[config.mk]
export PLATFORM = sky130hd
export DESIGN_NAME = cbx_branch_unit
export DESIGN_NICKNAME = d
export VERILOG_FILES = /design/src/verilog/cbx_pkg.sv /design/src/verilog/cbx_imm_unit.sv /design/src/verilog/cbx_branch_unit.sv
export SDC_FILE = /design/constraint.sdc
export NUM_CORES = 1
export LEC_CHECK = 0
export CORE_ASPECT_RATIO = 0.5
export CORE_MARGIN = 3
export CORE_UTILIZATION = 30
export DETAILED_ROUTE_END_ITERATION = 8
export DONT_BUFFER_PORTS = 1
export PLACE_DENSITY = 0.48
export SETUP_SLACK_MARGIN = 0.4
export SLEW_MARGIN = 30
export SYNTH_ARGS = -nofsm -noshare
export SYNTH_HDL_FRONTEND = slang
export SYNTH_SLANG_ARGS = --single-unit
[constraint.sdc]
create_clock -name i_ref_clk -period 5.4 [get_ports i_ref_clk]
set_input_delay 0.27 -clock i_ref_clk [delete_from_list [all_inputs] [get_ports i_ref_clk]]
set_output_delay 0.27 -clock i_ref_clk [all_outputs]
set_load 0.03 [all_outputs]
[src/verilog/cbx_pkg.sv]
// Shared constants and types for the conditional branch execute unit
package cbx_pkg;
   localparam int unsigned DATA_W = 32;
   localparam int unsigned IMM_W = 16;
   localparam int unsigned REG_IDX_W = 5;
   localparam int unsigned COND_W = 4;
   // Instruction fields, bit 0 is the word's most significant bit
   localparam int unsigned DELAY_BIT = 6;
   localparam int unsigned COND_MSB = 7;
   localparam int unsigned SRC_MSB = 11;
   localparam int unsigned OFS_MSB = 16;
   localparam int unsigned IMM_MSB = 16;
   // Major opcode fields
   localparam logic [5:0] OPC_BCC_REG = 6'h27;
   localparam logic [5:0] OPC_BCC_IMM = 6'h2F;
   localparam logic [5:0] OPC_IMM_PREFIX = 6'h2C;
   // Condition codes handled here
   localparam logic [COND_W-1:0] COND_NE = 4'h1;
   localparam logic [COND_W-1:0] COND_LT = 4'h2;
   localparam logic [COND_W-1:0] COND_LE = 4'h3;
   localparam logic [COND_W-1:0] COND_GT = 4'h4;
   localparam logic [DATA_W-1:0] PC_STEP = 32'h0000_0004;
   localparam logic [DATA_W-1:0] PC_RESET = 32'h0000_0000;
   // Cycle costs
   localparam logic [1:0] LAT_NOT_TAKEN = 2'h1;
   localparam logic [1:0] LAT_TAKEN_DELAY = 2'h2;
   localparam logic [1:0] LAT_TAKEN_NODELAY = 2'h3;
   typedef enum logic [1:0] {CBX_IDLE, CBX_BUSY} cbx_state_t;
endpackage : cbx_pkg

[src/verilog/cbx_imm_unit.sv]
// Immediate builder: sign extension or prefix-widened 32-bit operand
module cbx_imm_unit (
   // Clock and reset
   input wire logic i_ref_clk,
   input wire logic i_arst_n,
   // Instruction stream
   input wire logic i_issue,
   input wire logic [cbx_pkg::DATA_W-1:0] i_instr,
   // Operand
   output logic [cbx_pkg::DATA_W-1:0] o_imm
);
   logic prefix_valid;
   logic [cbx_pkg::IMM_W-1:0] prefix_high;
   wire logic [cbx_pkg::IMM_W-1:0] imm_field = i_instr[cbx_pkg::IMM_W-1:0];
   wire logic is_prefix = i_instr[31:26] == cbx_pkg::OPC_IMM_PREFIX;

   assign o_imm = prefix_valid ? {prefix_high, imm_field}
                               : {{cbx_pkg::IMM_W{imm_field[cbx_pkg::IMM_W-1]}}, imm_field};

   // Prefix only covers the instruction issued right after it
   always_ff @(posedge i_ref_clk or negedge i_arst_n) begin
      if (!i_arst_n) begin
         prefix_valid <= 1'b0;
         prefix_high <= 16'h0000;
      end else if (i_issue) begin
         prefix_valid <= is_prefix;
         prefix_high <= imm_field;
      end
   end

   ////////////////////////////////////////////////////////////////
   // Checks
   property p_sext;
      @(posedge i_ref_clk) disable iff (!i_arst_n)
      !prefix_valid |-> $signed(o_imm) == $signed(imm_field);
   endproperty
   a_sext: assert property (p_sext) else $error("immediate not sign-extended");
   property p_prefix_widen;
      @(posedge i_ref_clk) disable iff (!i_arst_n)
      i_issue && is_prefix |=> prefix_valid && o_imm == {$past(imm_field), imm_field};
   endproperty
   a_prefix_widen: assert property (p_prefix_widen) else $error("prefix not applied");
   property p_prefix_clears;
      @(posedge i_ref_clk) disable iff (!i_arst_n)
      i_issue && !is_prefix |=> !prefix_valid;
   endproperty
   a_prefix_clears: assert property (p_prefix_clears) else $error("prefix outlived its successor");
endmodule : cbx_imm_unit

[src/verilog/cbx_branch_unit.sv]
// Conditional branch decode and execute: condition, target, delay slot, cycle cost
// Functional notes
// - Greater-than branches are taken only when the signed tested register is above zero.
// - Less-or-equal branches are taken when the signed tested register is zero or negative.
// - Less-than branches are taken only when the signed tested register is negative.
// - Not-equal branches are taken whenever the tested register is nonzero.
// - A taken register-offset branch loads PC with its own address plus the offset register.
// - A taken immediate-offset branch loads PC with its own address plus the extended immediate.
// - A failed condition advances PC by four.
// - A taken branch with delay flag lets the next sequential instruction complete first.
// - A taken branch without delay flag discards the sequential successor.
// - A failed branch completes in one cycle regardless of the delay flag.
// - A taken branch with delay flag costs two cycles.
// - A taken branch without delay flag costs three cycles.
// - Register-immediate operands are the 16-bit field sign-extended to 32 bits.
// - After an upper-half prefix the prefix value and the 16-bit field form the immediate.
module cbx_branch_unit (
   // Clock and reset
   input wire logic i_ref_clk,
   input wire logic i_arst_n,
   // Fetch stage: instruction and its address
   input wire logic i_issue,
   input wire logic [cbx_pkg::DATA_W-1:0] i_instr,
   input wire logic [cbx_pkg::DATA_W-1:0] i_instr_pc,
   // Register file read ports
   output logic [cbx_pkg::REG_IDX_W-1:0] o_tested_source_idx,
   output logic [cbx_pkg::REG_IDX_W-1:0] o_offset_source_idx,
   input wire logic [cbx_pkg::DATA_W-1:0] i_tested_source_reg,
   input wire logic [cbx_pkg::DATA_W-1:0] i_offset_source_reg,
   // Results toward fetch
   output logic o_busy,
   output logic o_pc_load,
   output logic [cbx_pkg::DATA_W-1:0] o_next_pc,
   output logic o_branch_taken,
   output logic o_flush_successor,
   output logic o_delay_slot,
   output logic [1:0] o_cycles,
   output logic o_reg_write
);
   ////////////////////////////////////////////////////////////////
   // Decode
   wire logic [5:0] opcode = i_instr[31:26];
   wire logic delay_flag = i_instr[31-cbx_pkg::DELAY_BIT];
   wire logic [cbx_pkg::COND_W-1:0] cond =
      i_instr[31-cbx_pkg::COND_MSB -: cbx_pkg::COND_W];
   wire logic is_reg_form = opcode == cbx_pkg::OPC_BCC_REG;
   wire logic is_imm_form = opcode == cbx_pkg::OPC_BCC_IMM;
   wire logic cond_known = cond == cbx_pkg::COND_NE || cond == cbx_pkg::COND_LT
                           || cond == cbx_pkg::COND_LE || cond == cbx_pkg::COND_GT;
   wire logic is_branch = (is_reg_form || is_imm_form) && cond_known;
   wire logic [cbx_pkg::DATA_W-1:0] imm_value;

   assign o_tested_source_idx = i_instr[31-cbx_pkg::SRC_MSB -: cbx_pkg::REG_IDX_W];
   assign o_offset_source_idx = i_instr[31-cbx_pkg::OFS_MSB -: cbx_pkg::REG_IDX_W];

   // Stall cycles re-offer the branch; gating keeps a pending prefix intact
   cbx_imm_unit u_imm (
      .i_ref_clk(i_ref_clk),
      .i_arst_n(i_arst_n),
      .i_issue(i_issue && !o_busy),
      .i_instr(i_instr),
      .o_imm(imm_value)
   );

   ////////////////////////////////////////////////////////////////
   // Condition on the full signed word
   wire logic src_zero = i_tested_source_reg == 32'h0000_0000;
   wire logic src_neg = i_tested_source_reg[cbx_pkg::DATA_W-1];
   wire logic cond_true =
      (cond == cbx_pkg::COND_GT) ? (!src_neg && !src_zero) :
      (cond == cbx_pkg::COND_LE) ? (src_neg || src_zero) :
      (cond == cbx_pkg::COND_LT) ? src_neg :
      !src_zero;
   wire logic [cbx_pkg::DATA_W-1:0] offset = is_imm_form ? imm_value
                                                         : i_offset_source_reg;
   wire logic [cbx_pkg::DATA_W-1:0] next_target = i_instr_pc + offset;
   wire logic [cbx_pkg::DATA_W-1:0] next_seq = i_instr_pc + cbx_pkg::PC_STEP;
   wire logic accept = i_issue && !o_busy && is_branch;
   wire logic next_taken = accept && cond_true;
   wire logic [1:0] next_cycles = !cond_true ? cbx_pkg::LAT_NOT_TAKEN :
                                  delay_flag ? cbx_pkg::LAT_TAKEN_DELAY :
                                  cbx_pkg::LAT_TAKEN_NODELAY;

   ////////////////////////////////////////////////////////////////
   // Result registers
   cbx_pkg::cbx_state_t state;
   logic [1:0] stall_left;

   assign o_busy = state == cbx_pkg::CBX_BUSY;
   assign o_reg_write = 1'b0;

   always_ff @(posedge i_ref_clk or negedge i_arst_n) begin
      if (!i_arst_n) begin
         o_pc_load <= 1'b0;
         o_next_pc <= cbx_pkg::PC_RESET;
         o_branch_taken <= 1'b0;
         o_flush_successor <= 1'b0;
         o_delay_slot <= 1'b0;
         o_cycles <= 2'h0;
      end else begin
         o_pc_load <= accept;
         o_branch_taken <= next_taken;
         o_flush_successor <= next_taken && !delay_flag;
         o_delay_slot <= next_taken && delay_flag;
         if (accept) begin
            o_next_pc <= cond_true ? next_target : next_seq;
            o_cycles <= next_cycles;
         end
      end
   end

   // Holds the unit busy for the extra cycles of a taken branch
   always_ff @(posedge i_ref_clk or negedge i_arst_n) begin
      if (!i_arst_n) begin
         state <= cbx_pkg::CBX_IDLE;
         stall_left <= 2'h0;
      end else begin
         unique case (state)
            cbx_pkg::CBX_IDLE: begin
               if (next_taken) begin
                  state <= cbx_pkg::CBX_BUSY;
                  stall_left <= next_cycles - cbx_pkg::LAT_NOT_TAKEN;
               end
            end
            cbx_pkg::CBX_BUSY: begin
               stall_left <= stall_left - 2'h1;
               if (stall_left == 2'h1) begin
                  state <= cbx_pkg::CBX_IDLE;
               end
            end
         endcase
      end
   end

   ////////////////////////////////////////////////////////////////
   // Checks
   property p_gt_cond;
      @(posedge i_ref_clk) disable iff (!i_arst_n)
      accept && cond == cbx_pkg::COND_GT |=>
         o_branch_taken == ($signed($past(i_tested_source_reg)) > 32'sh0000_0000);
   endproperty
   a_gt_cond: assert property (p_gt_cond) else $error("gt decision wrong");
   property p_le_cond;
      @(posedge i_ref_clk) disable iff (!i_arst_n)
      accept && cond == cbx_pkg::COND_LE |=>
         o_branch_taken == ($signed($past(i_tested_source_reg)) <= 32'sh0000_0000);
   endproperty
   a_le_cond: assert property (p_le_cond) else $error("le decision wrong");
   property p_lt_cond;
      @(posedge i_ref_clk) disable iff (!i_arst_n)
      accept && cond == cbx_pkg::COND_LT |=>
         o_branch_taken == ($signed($past(i_tested_source_reg)) < 32'sh0000_0000);
   endproperty
   a_lt_cond: assert property (p_lt_cond) else $error("lt decision wrong");
   property p_ne_cond;
      @(posedge i_ref_clk) disable iff (!i_arst_n)
      accept && cond == cbx_pkg::COND_NE |=>
         o_branch_taken == ($past(i_tested_source_reg) != 32'h0000_0000);
   endproperty
   a_ne_cond: assert property (p_ne_cond) else $error("ne decision wrong");
   property p_fall_through;
      @(posedge i_ref_clk) disable iff (!i_arst_n)
      accept && !cond_true |=> o_next_pc == $past(i_instr_pc) + 32'h0000_0004 && !o_busy;
   endproperty
   a_fall_through: assert property (p_fall_through) else $error("fall-through wrong");
   property p_taken_delay;
      @(posedge i_ref_clk) disable iff (!i_arst_n)
      next_taken && delay_flag |=> o_busy && o_delay_slot ##1 !o_busy;
   endproperty
   a_taken_delay: assert property (p_taken_delay) else $error("delay branch cost wrong");
   property p_taken_nodelay;
      @(posedge i_ref_clk) disable iff (!i_arst_n)
      next_taken && !delay_flag |=> o_busy && o_flush_successor ##1 o_busy ##1 !o_busy;
   endproperty
   a_taken_nodelay: assert property (p_taken_nodelay) else $error("no-delay branch cost wrong");
   property p_no_reg_write;
      @(posedge i_ref_clk) disable iff (!i_arst_n)
      o_pc_load |-> !o_reg_write;
   endproperty
   a_no_reg_write: assert property (p_no_reg_write) else $error("register written");

   ////////////////////////////////////////////////////////////////
   // Target, cost and refusal checks
   property p_reg_target;
      @(posedge i_ref_clk) disable iff (!i_arst_n)
      accept && cond_true && is_reg_form |=> o_next_pc == $past(i_instr_pc) + $past(i_offset_source_reg);
   endproperty
   a_reg_target: assert property (p_reg_target) else $error("register target wrong");
   property p_imm_target;
      @(posedge i_ref_clk) disable iff (!i_arst_n)
      accept && cond_true && is_imm_form |=> o_next_pc == $past(i_instr_pc) + $past(imm_value);
   endproperty
   a_imm_target: assert property (p_imm_target) else $error("immediate target wrong");
   property p_not_taken_cost;
      @(posedge i_ref_clk) disable iff (!i_arst_n)
      accept && !cond_true |=> o_cycles == cbx_pkg::LAT_NOT_TAKEN && !o_branch_taken && !o_flush_successor;
   endproperty
   a_not_taken_cost: assert property (p_not_taken_cost) else $error("not-taken cost wrong");
   property p_delay_outcome;
      @(posedge i_ref_clk) disable iff (!i_arst_n)
      next_taken && delay_flag |=> o_delay_slot && !o_flush_successor && o_cycles == cbx_pkg::LAT_TAKEN_DELAY;
   endproperty
   a_delay_outcome: assert property (p_delay_outcome) else $error("delay slot outcome wrong");
   property p_flush_outcome;
      @(posedge i_ref_clk) disable iff (!i_arst_n)
      next_taken && !delay_flag |=> o_flush_successor && !o_delay_slot && o_cycles == cbx_pkg::LAT_TAKEN_NODELAY;
   endproperty
   a_flush_outcome: assert property (p_flush_outcome) else $error("flush outcome wrong");
   // A re-offered branch during the stall must not execute twice
   property p_busy_refused;
      @(posedge i_ref_clk) disable iff (!i_arst_n)
      o_busy |=> !o_pc_load;
   endproperty
   a_busy_refused: assert property (p_busy_refused) else $error("issue accepted while busy");
   property p_non_branch_silent;
      @(posedge i_ref_clk) disable iff (!i_arst_n)
      i_issue && !o_busy && !is_branch |=> !o_pc_load;
   endproperty
   a_non_branch_silent: assert property (p_non_branch_silent) else $error("non-branch executed");
   property p_flags_with_load;
      @(posedge i_ref_clk) disable iff (!i_arst_n)
      o_flush_successor || o_delay_slot |-> o_branch_taken && o_pc_load;
   endproperty
   a_flags_with_load: assert property (p_flags_with_load) else $error("slot flag without taken load");
   property p_result_stands;
      @(posedge i_ref_clk) disable iff (!i_arst_n)
      !accept |=> $stable(o_next_pc) && $stable(o_cycles);
   endproperty
   a_result_stands: assert property (p_result_stands) else $error("result changed without a branch");
endmodule : cbx_branch_unit

==> summary.txt <==
Clock network
  – CTS Buffer Depth: 2
  – Clk slew on worst S/H paths: 0.05 ns
  – CTS tree: done
  – Sink Count: 58
  – H-tree depth: 3
  – CTS Buf Count: 9
  – Setup Fix Bufs, Post-CTS: 0
  – CTS Root Buffer Type: clkbuf_16
  – Worst-Skew Late Latency: 0.33 ns

Timing
  – Hold_ws: 0.01161 ns
  – Max Transition Viols Final: 0
  – Worst rel slew slack: 38.63%
  – Least-Margin Pin Slew: 0.9205 ns
  – RSZ-0062 raised after global routing: false
  – Fin worst setup slack: 1.820 ns
  – Final setup viols: 0
  – FMAX: 279.3 MHz
  – Crit path time final: 3.580 ns
  – Worst Skew: 0.005312 ns
  – Tcrit/Tclk final: 66.30%
  – Endpoints failing hold: 0
  – Setup TNS: 0 ns

Critical path
  – FF-to-FF path depth: 12
  – Crit path buf inv count: 1
  – Crit-path cells: and3b_1 -> and4_2 -> mux2_2 -> ha_1 -> inv_1 -> fa_1 -> nor2b_2 -> o211ai_1 -> a31oi_4 -> o211ai_1 -> a21oi_2 -> nand4_1 -> mux2i_1 -> a2bb2oi_1
  – CP arrival: 3.84 ns
  – R2r endpoint: o_next_pc[25]$_DFFE_PN0P_
  – CP Class: input port to flop
  – Worst Setup End Kind: flop
  – CP max-delay cell: and4_2
  – Most Frequent Cell on Critical Path: o211ai_1
  – CP top delay family: simple AND/OR/NAND/NOR gates
  – Worst EP required: 5.66 ns
  – Slowest stage delay, CP: 0.69 ns
  – CP Launch Type: input port
  – Worst r2r src: u_imm.prefix_valid$_DFFE_PN0P_
  – CP Max Fanout: 29
  – Worst R2R Setup Slack: 2.10 ns

Worst hold path
  – Hold Crit Class: input port to flop
  – Hold wc startpoint: i_instr[25]
  – Hold Path Depth: 1
  – Min-Delay Endpoint: o_flush_successor$_DFF_PN0_

Layout
  – Filler cell count: 1,874
  – Area Overhead vs Synth: 8.720%
  – Non-filler cells, final: 914
  – Nets: 842
  – Commonest non-fill, non-tap cell in the layout: nand2_1
  – Multi-input gate area: 3770 um^2
  – Layout cells sized above 1: 10.16%
  – Sequential cell area: 1451 um^2
  – Commonest non-fill, non-tap cells in the layout: nand2_1, a21oi_1, dfrtp_1, nor2_1, o21ai_0

Routing
  – Initial DRT Pass Iterations: 5
  – Final wirelength: 18.29 mm
  – Initial DRC Count: 360
  – Antenna-violating nets left: 0
  – Vias per cell: 5.354
  – Vias: 4,894
  – # DRC: 0
  – Wirelength per Cell: 20.01 um

Synthesis
  – Synth Area in Compound Gates: 23.04%
  – Xor/xnor cell area share of the yosys netlist: 7.928%
  – Number of synthesized flops with an enable pin: 0
  – Post-Synth Adder-Cell Area: 8.516%
  – Primary FF master, synth: dfrtp_1
  – Largest family of logic cells by synthesized area: simple AND/OR/NAND/NOR gates
  – Mux cell area share after synthesis: 5.119%
  – Simple-gate share of the synthesized area: 23.33%
  – Syn Nets: 870
  – Asr flop ratio synth: 100.0%
  – Syn. warnings: 0
  – Post-synthesis cell type count: 69
  – Avg Synthesized Cell Area: 7.869 um^2
  – Sequential-to-total area share from yosys stat: 26.27%
  – Mapped Area: 5524 um^2
  – Seq cells post-synth: 58
  – Post-Synthesis Cells: 702

Placed design
  – GPL Wtd Cong: 0.8608
  – Pre-CTS setup slack: 1.519 ns
  – Placed insts: 895
  – DP HPWL: 14.55 mm
  – Port Buffers: 0

Job
  – Max_cap viols: 0

Floorplan
  – DIE WIDTH: 197.9 um
  – Die ar.: 20,180 um^2
  – Die Y: 102.0 um
  – Initial Util: 31.21%
  – Number of cell rows: 34
  – I/O pins: 181
  – Core footprint: 17,700 um^2

Run status
  – Status: finished clean

Pwr
  – Worst vdd ir: 0.1409 mV
  – PD cells: 277.2 nW/um^2
  – Static Leak: 2.609 nW
  – Total power: 1.665 mW

GRT
  – First-pass GRT wire length: 27.69 mm
  – Initial antenna violation count: 4
  – GRT Overall Usage: 17.78%
  – GR Overflow Total: 0
  – Largest net degree at the start of global routing: 59
  – Vias in the first global route: 4,784
[cell usage after synthesis (6+ instances only)]
cell	n	area [um^2]
and3_1	14	87.58
o21ai_1	8	40.04
o211ai_1	6	45.04
buf_4	12	90.09
mux2_2	17	191.4
mux2i_1	8	80.08
nor2b_1	6	37.54
a31oi_1	7	43.79
xor2_1	28	245.2
o21ai_0	41	205.2
nand4_1	14	87.58
dfrtp_1	58	1451
and2_1	6	37.54
a21oi_1	72	360.4
nand2_1	107	401.6
nor4_1	13	81.33
inv_1	20	75.07
clkbuf_1	20	75.07
and4_1	6	52.55
nand3_1	17	85.08
xnor2_1	22	192.7
buf_2	12	60.06
ha_1	36	450.4
nor3_1	16	80.08
a21o_1	17	127.6
nor2_1	57	214.0
[per-stage QoR]
step,area (um^2),util (%)
after detailed placement,5620,31.76
after global routing,6006,33.94
after global placement,5620,31.76
after CTS,5997,33.89
after floorplan,5524,-
final,6006,33.94
[cells by family after synthesis]
family          Yosys count
flops                    58
other cells               1
simple gates            270
mux                      26
xor+xnor                 50
fa+ha+maj                37
buf+inv                  66
compound gates          194
[layout make-up]
cell class | instances | share of cell area, %
diodes | 1 | 0.04167
well taps | 234 | 4.875
flip-flops and latches | 58 | 24.17
repair buffers | 7 | 1.250
inverters | 20 | 1.250
clock buffers | 12 | 4.438
clock inverters | 4 | 1.208
multi-input cells | 578 | 62.77
[registers in the layout (all words and copies together), names as in the netlist]
| name | flops |
|---|---|
| o_pc_load | 1 |
| o_branch_taken | 1 |
| state | 1 |
| o_cycles | 2 |
| u_imm.prefix_valid | 1 |
| o_next_pc | 32 |
| o_delay_slot | 1 |
| o_flush_successor | 1 |
| stall_left | 2 |
| u_imm.prefix_high | 16 |
[worst register-to-register path: cells and delay by family (launching register included)]
family	cells	cell delay, ns
simple gates	2	0.45
flops	1	0.58
xor+xnor	1	0.21
fa+ha+maj	1	0.40
compound gates	8	1.54
[per-layer routing]
metal / wire (um) / up-vias / GRT usage (%)
met1: 8736 / 2295 / 23.69
met4: 235 / 6 / 4.237
met5: 39 / - / 0
met3: 1212 / 20 / 5.797
li1: - / 2450 / -
met2: 8070 / 123 / 28.25
[worst max-delay path by stage]
stage	startpoint	to	depth (start not counted)
floorplan	i_instr[30]	o_next_pc[24]$_DFFE_PN0P_	15
finish	i_instr[30]	o_next_pc[30]$_DFFE_PN0P_	14
detailed placement	i_instr[30]	o_next_pc[30]$_DFFE_PN0P_	14
global placement	i_instr[30]	o_next_pc[10]$_DFFE_PN0P_	14
global route	i_instr[30]	o_next_pc[30]$_DFFE_PN0P_	14
CTS	i_instr[30]	o_next_pc[30]$_DFFE_PN0P_	14
[power by group]
group,internal (mW),switching (mW)
sequential,0.486,0.103
combinational,0.173,0.239
clock,0.441,0.222
[timing repair]
| action | 4_1_cts | 5_1_grt |
|---|---|---|
| endpoints found under the hold margin | 58 | 0 |
| setup endpoints to repair | 0 | 0 |
| resized for setup | 0 | 0 |
| hold buffers | 2 | 0 |
(Power assumes the default switching activity.)
